$ cat src/hw/timer8_pkg.sv
// constants, types and mode decoding shared by the 8-bit timer files
package timer8_pkg;

  // ==========================================================
  // counter geometry and reset values
  localparam int unsigned cnt_width = 8;
  localparam int unsigned num_channels = 2;
  localparam logic [7:0] count_max = 8'hff;
  localparam logic [7:0] count_bottom = 8'h00;
  localparam logic [7:0] count_step = 8'h01;
  localparam logic [7:0] counter_reset = 8'h00;
  localparam logic [7:0] compare_reset = 8'h00;

  // ==========================================================
  // channel indices
  localparam int unsigned chan_a = 0;
  localparam int unsigned chan_b = 1;

  // ==========================================================
  // waveform mode select encodings
  localparam logic [2:0] mode_normal = 3'h0;
  localparam logic [2:0] mode_phase_max = 3'h1;
  localparam logic [2:0] mode_clear_on_match = 3'h2;
  localparam logic [2:0] mode_fast_max = 3'h3;
  localparam logic [2:0] mode_phase_cmp = 3'h5;
  localparam logic [2:0] mode_fast_cmp = 3'h7;

  // ==========================================================
  // compare output action encodings
  localparam logic [1:0] act_none = 2'h0;
  localparam logic [1:0] act_toggle = 2'h1;
  localparam logic [1:0] act_clear = 2'h2;
  localparam logic [1:0] act_set = 2'h3;

  // ==========================================================
  // prescaler selections and division factors
  localparam logic [2:0] cs_stop = 3'h0;
  localparam logic [2:0] cs_div1 = 3'h1;
  localparam logic [2:0] cs_div8 = 3'h2;
  localparam logic [2:0] cs_div32 = 3'h3;
  localparam logic [2:0] cs_div64 = 3'h4;
  localparam logic [2:0] cs_div128 = 3'h5;
  localparam logic [2:0] cs_div256 = 3'h6;
  localparam logic [2:0] cs_div1024 = 3'h7;
  localparam int unsigned div_width = 10;
  localparam logic [10:0] div_1 = 11'h001;
  localparam logic [10:0] div_8 = 11'h008;
  localparam logic [10:0] div_32 = 11'h020;
  localparam logic [10:0] div_64 = 11'h040;
  localparam logic [10:0] div_128 = 11'h080;
  localparam logic [10:0] div_256 = 11'h100;
  localparam logic [10:0] div_1024 = 11'h400;

  // ==========================================================
  // carriers
  typedef struct packed {
    logic [2:0] clock_select;
    logic [2:0] waveform_mode_select;
    logic [1:0] compare_output_action_b;
    logic [1:0] compare_output_action_a;
  } timer_cfg_type;

  typedef struct packed {
    logic overflow;
    logic match_b;
    logic match_a;
  } timer_flags_type;

  // ==========================================================
  // mode decoding
  function automatic logic is_fast_pwm(input logic [2:0] mode);
    return (mode == mode_fast_max) || (mode == mode_fast_cmp);
  endfunction

  function automatic logic is_pwm(input logic [2:0] mode);
    return is_fast_pwm(mode) || (mode == mode_phase_max) || (mode == mode_phase_cmp);
  endfunction

  function automatic logic top_is_compare(input logic [2:0] mode);
    return (mode == mode_clear_on_match) || (mode == mode_fast_cmp) || (mode == mode_phase_cmp);
  endfunction

endpackage

$ cat src/hw/timer8_compare_output.sv
// one compare output state bit with its waveform actions
`timescale 1ns/1ps
module timer8_compare_output (
  input wire logic mclk,
  input wire logic rstn,
  input wire logic pwm_mode,
  input wire logic fast_pwm,
  input wire logic toggle_in_pwm,
  input wire logic [1:0] action,
  input wire logic match,
  input wire logic bottom,
  input wire logic force_strobe,
  output logic state_q
);

  function automatic logic apply(input logic [1:0] act, input logic cur);
    logic r;
    r = cur;
    unique case (act)
      timer8_pkg::act_none: r = cur;
      timer8_pkg::act_toggle: r = ~cur;
      timer8_pkg::act_clear: r = 1'b0;
      timer8_pkg::act_set: r = 1'b1;
    endcase
    return r;
  endfunction

  // ==========================================================
  // output state
  always_ff @(posedge mclk) begin
    if (!rstn) begin
      state_q <= 1'b0;
    end else if (!pwm_mode) begin
      // force applies the action at once
      if (force_strobe || match) begin
        state_q <= apply(action, state_q);
      end
    end else if (fast_pwm) begin
      // bottom restores the level, wins over match so a max compare stays constant
      if (bottom && (action == timer8_pkg::act_clear)) begin
        state_q <= 1'b1;
      end else if (bottom && (action == timer8_pkg::act_set)) begin
        state_q <= 1'b0;
      end else if (match && (action == timer8_pkg::act_clear)) begin
        state_q <= 1'b0;
      end else if (match && (action == timer8_pkg::act_set)) begin
        state_q <= 1'b1;
      end else if (match && toggle_in_pwm && (action == timer8_pkg::act_toggle)) begin
        // toggle per match gives half duty
        state_q <= ~state_q;
      end
    end
  end

endmodule

$ cat src/hw/timer8_prescaler.sv
// timer clock enable divider for the 8-bit timer
`timescale 1ns/1ps
module timer8_prescaler (
  input wire logic mclk,
  input wire logic rstn,
  input wire logic [2:0] clock_select,
  output logic tick_q
);

  // ==========================================================
  // division factor decode
  function automatic logic [10:0] divisor(input logic [2:0] sel);
    logic [10:0] d;
    d = timer8_pkg::div_1;
    unique case (sel)
      timer8_pkg::cs_div8: d = timer8_pkg::div_8;
      timer8_pkg::cs_div32: d = timer8_pkg::div_32;
      timer8_pkg::cs_div64: d = timer8_pkg::div_64;
      timer8_pkg::cs_div128: d = timer8_pkg::div_128;
      timer8_pkg::cs_div256: d = timer8_pkg::div_256;
      timer8_pkg::cs_div1024: d = timer8_pkg::div_1024;
      default: d = timer8_pkg::div_1;
    endcase
    return d;
  endfunction

  logic [timer8_pkg::div_width-1:0] div_q;
  logic [timer8_pkg::div_width-1:0] limit;
  logic [10:0] limit_full;

  assign limit_full = divisor(clock_select) - timer8_pkg::div_1;
  assign limit = limit_full[timer8_pkg::div_width-1:0];

  // ==========================================================
  // divider
  // selectable system clock division
  always_ff @(posedge mclk) begin
    if (!rstn) begin
      div_q <= '0;
      tick_q <= 1'b0;
    end else if (clock_select == timer8_pkg::cs_stop) begin
      div_q <= '0;
      tick_q <= 1'b0;
    end else if (div_q >= limit) begin
      div_q <= '0;
      tick_q <= 1'b1;
    end else begin
      div_q <= div_q + 1'b1;
      tick_q <= 1'b0;
    end
  end

endmodule

$ cat src/hw/timer8_waveform_modes.sv
// 8-bit timer counter with compare channels and waveform generation
`timescale 1ns/1ps
module timer8_waveform_modes (
  input wire logic mclk,
  input wire logic rstn,
  input wire timer8_pkg::timer_cfg_type cfg,
  input wire logic [1:0] force_compare_strobe,
  input wire logic counter_wr_en,
  input wire logic [7:0] counter_wr_data,
  input wire logic [1:0] compare_wr_en,
  input wire logic [7:0] compare_wr_data,
  input wire timer8_pkg::timer_flags_type flag_clear,
  input wire timer8_pkg::timer_flags_type int_serviced,
  input wire logic [1:0] pin_dir_out,
  input wire logic [1:0] port_data,
  output logic [7:0] counter_value,
  output logic [7:0] compare_value_a,
  output logic [7:0] compare_value_b,
  output timer8_pkg::timer_flags_type flags,
  output logic [1:0] compare_output_state,
  output logic [1:0] pin_out,
  output logic [1:0] pin_oe
);

  // ==========================================================
  // mode decode
  logic [2:0] mode;
  logic pwm_mode;
  logic fast_pwm;
  logic top_cmp;
  logic [1:0] action [timer8_pkg::num_channels];

  assign mode = cfg.waveform_mode_select;
  assign pwm_mode = timer8_pkg::is_pwm(mode);
  assign fast_pwm = timer8_pkg::is_fast_pwm(mode);
  assign top_cmp = timer8_pkg::top_is_compare(mode);
  assign action[timer8_pkg::chan_a] = cfg.compare_output_action_a;
  assign action[timer8_pkg::chan_b] = cfg.compare_output_action_b;

  // ==========================================================
  // timer clock enable
  logic tick;

  timer8_prescaler u_prescaler (
    .mclk(mclk),
    .rstn(rstn),
    .clock_select(cfg.clock_select),
    .tick_q(tick)
  );

  // ==========================================================
  // counter
  logic [7:0] cnt_q;
  logic [7:0] cnt_inc;
  logic [7:0] top_value;
  logic at_top;
  logic at_max;
  logic block_q;
  logic [7:0] active_q [timer8_pkg::num_channels];
  logic [7:0] buffer_q [timer8_pkg::num_channels];

  assign cnt_inc = 8'(cnt_q + timer8_pkg::count_step);
  // top is compare A in modes 2, 5 and 7, max in every other mode
  assign top_value = top_cmp ? active_q[timer8_pkg::chan_a] : timer8_pkg::count_max;
  assign at_top = (cnt_q == top_value);
  assign at_max = (cnt_q == timer8_pkg::count_max);

  // only the mode selects the sequence
  always_ff @(posedge mclk) begin
    if (!rstn) begin
      cnt_q <= timer8_pkg::counter_reset;
    end else if (counter_wr_en) begin
      cnt_q <= counter_wr_data;
    end else if (tick) begin
      unique case (mode)
        timer8_pkg::mode_clear_on_match: begin
          // a missed top runs on through the wrap
          cnt_q <= at_top ? timer8_pkg::count_bottom : cnt_inc;
        end
        timer8_pkg::mode_fast_max, timer8_pkg::mode_fast_cmp: begin
          // bottom on the tick after top
          cnt_q <= at_top ? timer8_pkg::count_bottom : cnt_inc;
        end
        default: begin
          cnt_q <= cnt_inc;
        end
      endcase
    end
  end

  // a write blocks the following tick's match, even while stopped
  always_ff @(posedge mclk) begin
    if (!rstn) begin
      block_q <= 1'b0;
    end else if (counter_wr_en) begin
      block_q <= 1'b1;
    end else if (tick) begin
      block_q <= 1'b0;
    end
  end

  // ==========================================================
  // events on a timer tick
  logic match_en;
  logic overflow_evt;
  logic bottom_evt;
  logic update_evt;
  logic [1:0] match_evt;

  assign match_en = tick && !block_q && !counter_wr_en;
  // normal and clear-on-match flag the wrap to zero
  assign overflow_evt = tick && !counter_wr_en && (fast_pwm ? at_top : at_max);
  assign bottom_evt = tick && !counter_wr_en && fast_pwm && at_top;
  // buffered value moves over at top
  assign update_evt = tick && !counter_wr_en && pwm_mode && at_top;

  // ==========================================================
  // compare channels
  genvar ch;
  generate
    for (ch = 0; ch < timer8_pkg::num_channels; ch++) begin : g_chan
      assign match_evt[ch] = match_en && (cnt_q == active_q[ch]);

      always_ff @(posedge mclk) begin
        if (!rstn) begin
          buffer_q[ch] <= timer8_pkg::compare_reset;
        end else if (compare_wr_en[ch]) begin
          buffer_q[ch] <= compare_wr_data;
        end
      end

      always_ff @(posedge mclk) begin
        if (!rstn) begin
          active_q[ch] <= timer8_pkg::compare_reset;
        end else if (!pwm_mode) begin
          if (compare_wr_en[ch]) begin
            active_q[ch] <= compare_wr_data;
          end
        end else if (update_evt) begin
          // PWM writes reach the comparator only via the buffer
          active_q[ch] <= buffer_q[ch];
        end
      end

      // extreme compare values handled by bottom priority
      timer8_compare_output u_output (
        .mclk(mclk),
        .rstn(rstn),
        .pwm_mode(pwm_mode),
        .fast_pwm(fast_pwm),
        .toggle_in_pwm((ch == timer8_pkg::chan_a) && (mode == timer8_pkg::mode_fast_cmp)),
        .action(action[ch]),
        .match(match_evt[ch]),
        .bottom(bottom_evt),
        .force_strobe(force_compare_strobe[ch] && !pwm_mode),
        .state_q(compare_output_state[ch])
      );

      // pin driven only when direction is output
      always_ff @(posedge mclk) begin
        if (!rstn) begin
          pin_out[ch] <= 1'b0;
          pin_oe[ch] <= 1'b0;
        end else begin
          pin_out[ch] <= (action[ch] != timer8_pkg::act_none) ? compare_output_state[ch] : port_data[ch];
          pin_oe[ch] <= pin_dir_out[ch];
        end
      end
    end
  endgenerate

  // ==========================================================
  // flags, set wins over any clear
  // match flag set by the tick that sees equality
  // in clear-on-match top match flags A
  always_ff @(posedge mclk) begin
    if (!rstn) begin
      flags <= '0;
    end else begin
      flags.match_a <= match_evt[timer8_pkg::chan_a] ||
                       (flags.match_a && !flag_clear.match_a && !int_serviced.match_a);
      flags.match_b <= match_evt[timer8_pkg::chan_b] ||
                       (flags.match_b && !flag_clear.match_b && !int_serviced.match_b);
      flags.overflow <= overflow_evt ||
                        (flags.overflow && !flag_clear.overflow && !int_serviced.overflow);
    end
  end

  // ==========================================================
  // readback
  always_ff @(posedge mclk) begin
    if (!rstn) begin
      counter_value <= timer8_pkg::counter_reset;
      compare_value_a <= timer8_pkg::compare_reset;
      compare_value_b <= timer8_pkg::compare_reset;
    end else begin
      counter_value <= cnt_q;
      compare_value_a <= buffer_q[timer8_pkg::chan_a];
      compare_value_b <= buffer_q[timer8_pkg::chan_b];
    end
  end

endmodule
$ cat config.mk
export PLATFORM = sky130hd
export DESIGN_NAME = timer8_waveform_modes
export DESIGN_NICKNAME = d
export VERILOG_FILES = /design/src/hw/timer8_pkg.sv /design/src/hw/timer8_compare_output.sv /design/src/hw/timer8_prescaler.sv /design/src/hw/timer8_waveform_modes.sv
export SDC_FILE = /design/constraint.sdc
export NUM_CORES = 1
export LEC_CHECK = 0
export ABC_AREA = 1
export BUFFER_PORTS_ARGS = -buffer_cell sky130_fd_sc_hd__clkbuf_2
export CAP_MARGIN = 20
export CORE_MARGIN = 2
export CORE_UTILIZATION = 50
export DETAILED_ROUTE_END_ITERATION = 12
export GPL_TIMING_DRIVEN = 0
export PLACE_DENSITY = 0.73
export SETUP_SLACK_MARGIN = 0.4
export SLEW_MARGIN = 30
export SYNTH_ARGS = -nofsm -noshare
export SYNTH_HDL_FRONTEND = slang
export SYNTH_SLANG_ARGS = --single-unit
$ cat constraint.sdc
create_clock -name mclk -period 2.23 [get_ports mclk]
set_input_delay 0.223 -clock mclk [delete_from_list [all_inputs] [get_ports mclk]]
set_output_delay 0.223 -clock mclk [all_outputs]
set_load 0.01 [all_outputs]
==> results.py, run 1 <==
metrics = {
    "power": {
        "power_frac_seq_pct": 53.2,
        "pwr-share-clk_pct": 34.7,
        "power_density_mw_per_mm2": 639,
        "comb_power_share_pct": 12.1,
        "peakVddDrop_uv": 437,
        "p_int_mw": 2.44,
        "leakage_nw": 2.55,
        "total_power_mw": 3.29,
        "p_sw_share_pct": 25.9,
        "switchingPower_mw": 0.852,
    },
    "cts": {
        "path_clk_slew_ns": 0.09,
        "cts_root_buffer": "clkbuf_8",
        "cts_tree": "yes",
        "htreeDepth": 3,
        "cts_buffers": 9,
        "cts_hold_buffers": 0,
        "cts.path.max_buffers": 2,
        "cts.sinks": 85,
        "clock_latency_ns": 0.36,
    },
    "synthesis": {
        "synth_async_sr_flop_share_pct": 0,
        "yosysWarnings": 0,
        "syn_inst": 523,
        "synthesis.area_mm2": 0.00414,
        "yosys.cell_types.count": 44,
        "synth-seq-cells": 85,
        "synth.avg_cell_area_um2": 7.92,
        "synthesis.nets": 578,
        "synth-main-ff-cell": "dfxtp_1",
        "synth_edf_count": 32,
        "synth.yosys.seq_area_share_pct": 48.8,
    },
    "finish": {
        "syn2layout_area_growth_pct": 24.2,
        "drive_gt1_share_pct": 28.0,
        "instances_no_fill": 729,
        "diodes": 0,
        "nets": 674,
        "fin_util_pct": 63.2,
        "num-fill-cells": 726,
    },
    "sta": {
        "worst_slew_pin_slew_ns": 0.492,
        "period_minus_slack_ns": 1.83,
        "whs_ns": 0.0361,
        "fin_setup_tns_ns": 0,
        "rsz0062_at_grt": "yes",
        "post-route-period-util_pct": 82.2,
        "fin_skew_ns": 0.00779,
        "max_freq_ghz": 0.545,
        "maxSlewViolCount": 0,
        "max_slew_margin_pct": 67.2,
        "finalSetupViolCount": 0,
        "hold_viol": 0,
    },
    "critical_path": {
        "endpoint_kind": "register",
        "path_class": "register to register",
        "critPathLaunchType": "register",
        "crit_fanout": 7,
        "cp.required_ns": 2.43,
        "crit_arrival_ns": 2.04,
    },
    "route": {
        "finalWirelength_mm": 9.33,
        "vias": 3677,
        "ant_nets": 0,
        "via_per_inst": 5.04,
        "wl_per_cell_um": 12.8,
        "first_pass_iters": 4,
        "drc": 0,
        "drtIter0Drc": 206,
    },
    "floorplanning": {
        "die_w_um": 95.0,
        "start_util_pct": 50.9,
        "core_mm2": 0.00813,
        "dieArea_mm2": 0.00903,
        "pin_count": 76,
        "rows": 33,
        "die_h_um": 95.0,
    },
    "placement": {
        "dpl.cell_count": 700,
        "place.gp.congestion": 0.854,
        "dp_hpwl_mm": 6.65,
        "port_buffers": 72,
    },
    "hold_path": {
        "hp-class": "input pin to register",
    },
    "grt": {
        "gr-total-overflow": 0,
        "grt_start_max_net_pins": 15,
        "grt_pass1_vias": 3278,
        "globalRouteTotalUtil_pct": 21.0,
        "antenna_found_initial": 0,
        "grt_pass1_wl_mm": 14.6,
    },
    "run": {
        "cap_violations": 0,
    },
    "run_status": {
        "status": "completed",
    },
}
[worst max-delay path: stages (launching register included)]
cell and delay [ns]:
dfxtp_2 0.40, inv_1 0.10, nand2_1 0.12, nand4_4 0.10, nor2_4 0.15, nand3_2 0.11
nor3_4 0.15, nand2_2 0.13, clkinv_4 0.13, clkbuf_16 0.17, nand2_2 0.06, o21ai_1 0.07
[final cells by class]
cell class | count | area, um2 | share of cell area [%]
Inverter | 83 | 317 | 6.15
Multi-Input combinational cell | 340 | 1850 | 35.9
Clock inverter | 4 | 55.1 | 1.07
Buffer | 15 | 103 | 1.99
Tap cell | 105 | 131 | 2.55
Clock buffer | 12 | 155 | 3.02
Sequential cell | 85 | 2040 | 39.7
Timing Repair Buffer | 85 | 493 | 9.58
[flip-flops by register name (all words and copies together), names as in the netlist]
signal / count
active_q: 16
block_q: 1
buffer_q: 16
cnt_q: 8
compare_value_a: 8
compare_value_b: 8
counter_value: 8
flags: 3
g_chan.u_output.state_q: 2
pin_oe: 2
pin_out: 2
u_prescaler.div_q: 10
u_prescaler.tick_q: 1
[metrics by stage]
step                      instance area [um2]  setup slack (ns)
after floorplan                          4140             0.449
after global placement                   4640             0.231
after detailed placement                 4640             0.179
after global routing                     5140             0.254
final                                    5140             0.396
after CTS                                4950             0.402
[cell usage after synthesis, types with 8 or more instances]
cell      count  area, um2
nand2_1     133        499
inv_1        74        278
nor2_1       65        244
dfxtp_1      53       1060
edfxtp_1     32        961
nand3_1      21        105
a21oi_1      17       85.1
ha_1         12        150
o21ai_1      11       55.1
o21ai_0       8       40.0
o31ai_1       8       60.1
or2_2         8       50.1
[worst paths after layout]
| kind | start | endpoint | slack [ns] | cells after the start |
|---|---|---|---|---|
| setup / recovery | cnt_q[7] | active_q[0][4] | 0.40 | 11 |
| setup reg to reg | cnt_q[7] | active_q[0][4] | 0.40 | 11 |
| hold / removal | pin_dir_out[0] | pin_oe[0] | 0.04 | 3 |
| hold reg to reg | buffer_q[1][0] | compare_value_b[0] | 0.47 | 2 |
[power groups by stage]
stage / sequential [mW] / combinational [mW] / clock, mW
after CTS: 1.74 / 0.392 / 1.17
after global routing: 1.76 / 0.452 / 1.23
after floorplan: 1.78 / 0.233 / 0
after global placement: 1.78 / 0.359 / 0
after detailed placement: 1.78 / 0.370 / 0
final: 1.75 / 0.400 / 1.14
[layer usage]
| layer | routed length (um) | share of wire (%) | vias up | global-route usage (%) |
|---|---|---|---|---|
| met5 | 0 | 0 | - | 0 |
| met4 | 182 | 2.0 | 0 | 7.97 |
| met3 | 549 | 5.9 | 16 | 4.82 |
| met2 | 4460 | 48 | 125 | 35.2 |
| met1 | 4140 | 44 | 1679 | 26.6 |
| li1 | - | - | 1857 | - |
[cells by family (layout without fill, tap and decap cells)]
| family | Yosys count | count (layout) | share of synthesized area [%] |
|---|---|---|---|
| DFF | 85 | 85 | 48.8 |
| xor gates and xnor gates | 8 | 8 | 1.69 |
| AOI/OAI and AO/OA | 63 | 63 | 9.00 |
| and+or+nand+nor | 257 | 257 | 27.2 |
| adders and majority gates | 12 | 12 | 3.62 |
| buffers and inverters | 98 | 199 | 9.66 |
[placed cells by master, fill, tap and decap left out, types with 8 or more instances in the layout]
cell,n
a21oi_1,17
ha_1,12
buf_4,15
o21ai_0,8
nand2_1,122
nand3_1,19
edfxtp_1,32
clkbuf_8,11
nand2_2,13
dfxtp_1,45
clkbuf_2,72
or2_2,8
nor2_1,63
inv_1,73
inv_2,8
[timing repair]
item,CTS,global route
pin swaps,3,4
cloned,0,2
setup buffers,7,4
endpoints found under the setup margin,33,50
resized for setup,21,31
(Power assumes the default switching activity.)
==> run 2: changes to the inputs <==
Clock period 2.23 ns to 1.8 ns, I/O delays scaled along.
==> run 2 against run 1 <==
The run now ends with setup timing left. Core utilization grew 5.7 points. Worst hold slack gained 0.0076 ns. Setup slack lost 0.45 ns. Clock skew grew 0.0063 ns. Wire length grew 13%. Via count grew 3.3%. First-iteration DRC count shrank 5.3%. Count of clock-buffer cells in the layout shrank 2. Largest cell class is now multi-input combinational cells.
==> results.py, run 2 (synthesized netlist as in run 1, its figures left out) <==
metrics = {
    "finish": {
        "diodes": 0,
        "syn2layout_area_growth_pct": 35.4,
        "final_common_cell": "nand2_1",
        "fin_util_pct": 68.9,
        "drive_gt1_share_pct": 39.1,
        "layout_common_cells": "nand2_1, clkbuf_2, inv_1",
        "reg_top3": "active_q (16), buffer_q (16), u_prescaler.div_q (10)",
        "nets": 690,
    },
    "floorplanning": {
        "die_h_um": 95.0,
        "die_w_um": 95.0,
        "rows": 33,
        "core_mm2": 0.00813,
        "start_util_pct": 50.9,
        "pin_count": 76,
        "dieArea_mm2": 0.00903,
    },
    "route": {
        "drtIter0Drc": 195,
        "drc": 0,
        "via_per_inst": 5.10,
        "ant_nets": 0,
        "finalWirelength_mm": 10.5,
        "wl_per_cell_um": 14.1,
        "first_pass_iters": 5,
        "vias": 3798,
    },
    "critical_path": {
        "rr_worst_depth": 11,
        "crit_fanout": 8,
        "crit_arrival_ns": 2.04,
        "regToRegEndpoint": "active_q[1][0]",
        "slowest_stage": "dfxtp_2",
        "crit_buf_inv": 2,
        "endpoint_kind": "register",
        "path_class": "register to register",
        "max_stage_delay_ns": 0.43,
        "critPathLaunchType": "register",
        "crit_family": "simple AND/OR/NAND/NOR gates",
        "path_cells": "nand2_1, nor2_1, nand3_1, nand2_2, nand3_4, nor3_4, nand2_4, inv_8, buf_6, nand2_2, o31ai_2",
        "cp.required_ns": 1.98,
        "reg2reg_from": "cnt_q[3]",
        "r2r_slack_ns": -0.06,
        "cp_common_cell": "nand2_2",
    },
    "run": {
        "cap_violations": 0,
    },
    "power": {
        "leakage_nw": 2.64,
        "peakVddDrop_uv": 401,
        "power_density_mw_per_mm2": 736,
    },
    "sta": {
        "whs_ns": 0.0437,
        "period_minus_slack_ns": 1.86,
        "max_slew_margin_pct": 61.6,
        "layout_setup_ws_ns": -0.0589,
        "worst_slew_pin_slew_ns": 0.576,
        "max_freq_ghz": 0.538,
        "maxSlewViolCount": 0,
        "hold_viol": 0,
        "fin_skew_ns": 0.0141,
        "rsz0062_at_grt": "yes",
        "finalSetupViolCount": 28,
        "post-route-period-util_pct": 103,
    },
    "cts": {
        "cts.sinks": 85,
        "cts_root_buffer": "clkbuf_8",
        "cts.path.max_buffers": 2,
        "clock_latency_ns": 0.36,
        "cts_buffers": 9,
        "cts_tree": "yes",
        "path_clk_slew_ns": 0.09,
        "htreeDepth": 3,
    },
    "grt": {
        "grt_pass1_wl_mm": 16.1,
        "antenna_found_initial": 0,
        "grt_pass1_vias": 3534,
        "globalRouteTotalUtil_pct": 23.2,
        "grt_start_max_net_pins": 17,
        "gr-total-overflow": 0,
    },
    "run_status": {
        "status": "complete, but fails checks",
        "violations": "setup timing",
    },
    "placement": {
        "place.gp.congestion": 0.840,
        "dp_hpwl_mm": 6.68,
        "port_buffers": 72,
    },
    "hold_path": {
        "hold_depth": 3,
        "hp-class": "input pin to register",
        "min_to": "pin_out[0]",
        "min_from": "port_data[0]",
    },
}
==> run 2: changes by cell type in the layout (fill, tap and decap cells not counted), moves of 5 or more <==
| cell | delta |
|---|---|
| ha_1 | -9 |
| inv_1 | -5 |
| nor2_4 | +6 |
| a21oi_1 | -5 |
| dfxtp_2 | +8 |
| dfxtp_1 | -11 |
| ha_4 | +9 |
| buf_6 | +5 |
| nand2_1 | -14 |
| nor2_1 | -6 |
| a21oi_2 | +5 |
| buf_4 | +11 |
| nand2_2 | +15 |
==> run 2: per-layer routing <==
layer  vias up  share of wire, %  GRT usage (%)  routed length [um]
met5         -                 0              0                   0
met4         0               3.0           12.2                 316
met3        25               5.1           3.79                 539
met2       133                49           38.0                5100
met1      1751                43           29.5                4560
li1       1889                 -              -                   -
==> run 2: layout make-up <==
cell class | count | area (um2)
Inverter | 83 | 322
Fill cell | 638 | 2530
Multi-Input combinational cell | 340 | 2130
Timing Repair Buffer | 101 | 602
Clock inverter | 6 | 50.0
Sequential cell | 85 | 2070
Tap cell | 105 | 131
Buffer | 15 | 155
Clock buffer | 10 | 149
==> run 2: worst max-delay path by stage <==
stage                   startpoint             end  slack [ns]  depth (start not counted)
finish                    cnt_q[3]  active_q[1][0]       -0.06                         11
global route        active_q[0][0]  active_q[0][4]       -0.15                         11
CTS                 active_q[0][0]  active_q[1][4]      -0.006                         12
detailed placement        cnt_q[1]  active_q[1][3]       -0.05                         12
global placement          cnt_q[0]  active_q[1][6]       -0.06                         12
floorplan                 cnt_q[2]  active_q[1][3]        0.20                         13
==> run 2: worst reg2reg max path: stages (launching register included) <==
cell and delay, ns:
dfxtp_2 0.43, nand2_1 0.07, nor2_1 0.13, nand3_1 0.13
nand2_2 0.13, nand3_4 0.10, nor3_4 0.22, nand2_4 0.11
inv_8 0.10, buf_6 0.13, nand2_2 0.07, o31ai_2 0.07
==> run 2: per-stage QoR <==
stage | setup TNS, ns | setup slack [ns] | instances | total power [mW] | instance area, um2
finish | -1.12 | -0.0589 | 745 | 4.13 | 5610
global placement | -0.277 | -0.0592 | 700 | 2.68 | 4780
CTS | -0.00813 | -0.00627 | 739 | 4.09 | 5400
detailed placement | -0.240 | -0.0464 | 700 | 2.69 | 4780
global route | -4.75 | -0.151 | 745 | 4.29 | 5610
floorplan | 0 | 0.201 | 523 | 2.52 | 4290
==> run 2: power breakdown <==
| part | total, mW | switching [mW] | internal (mW) |
|---|---|---|---|
| combinational | 0.606 | 0.354 | 0.253 |
| clock | 1.36 | 0.750 | 0.608 |
| sequential | 2.16 | 0.0679 | 2.10 |
==> run 2: what timing repair did <==
action / in CTS / in global routing
endpoints found under the hold margin: 2 / 0
pin swaps: 13 / 16
gates resized for setup: 61 / 42
hold buffers: 2 / 0
cloned: 3 / 0
setup buffers: 18 / 6
setup endpoints to repair: 54 / 55
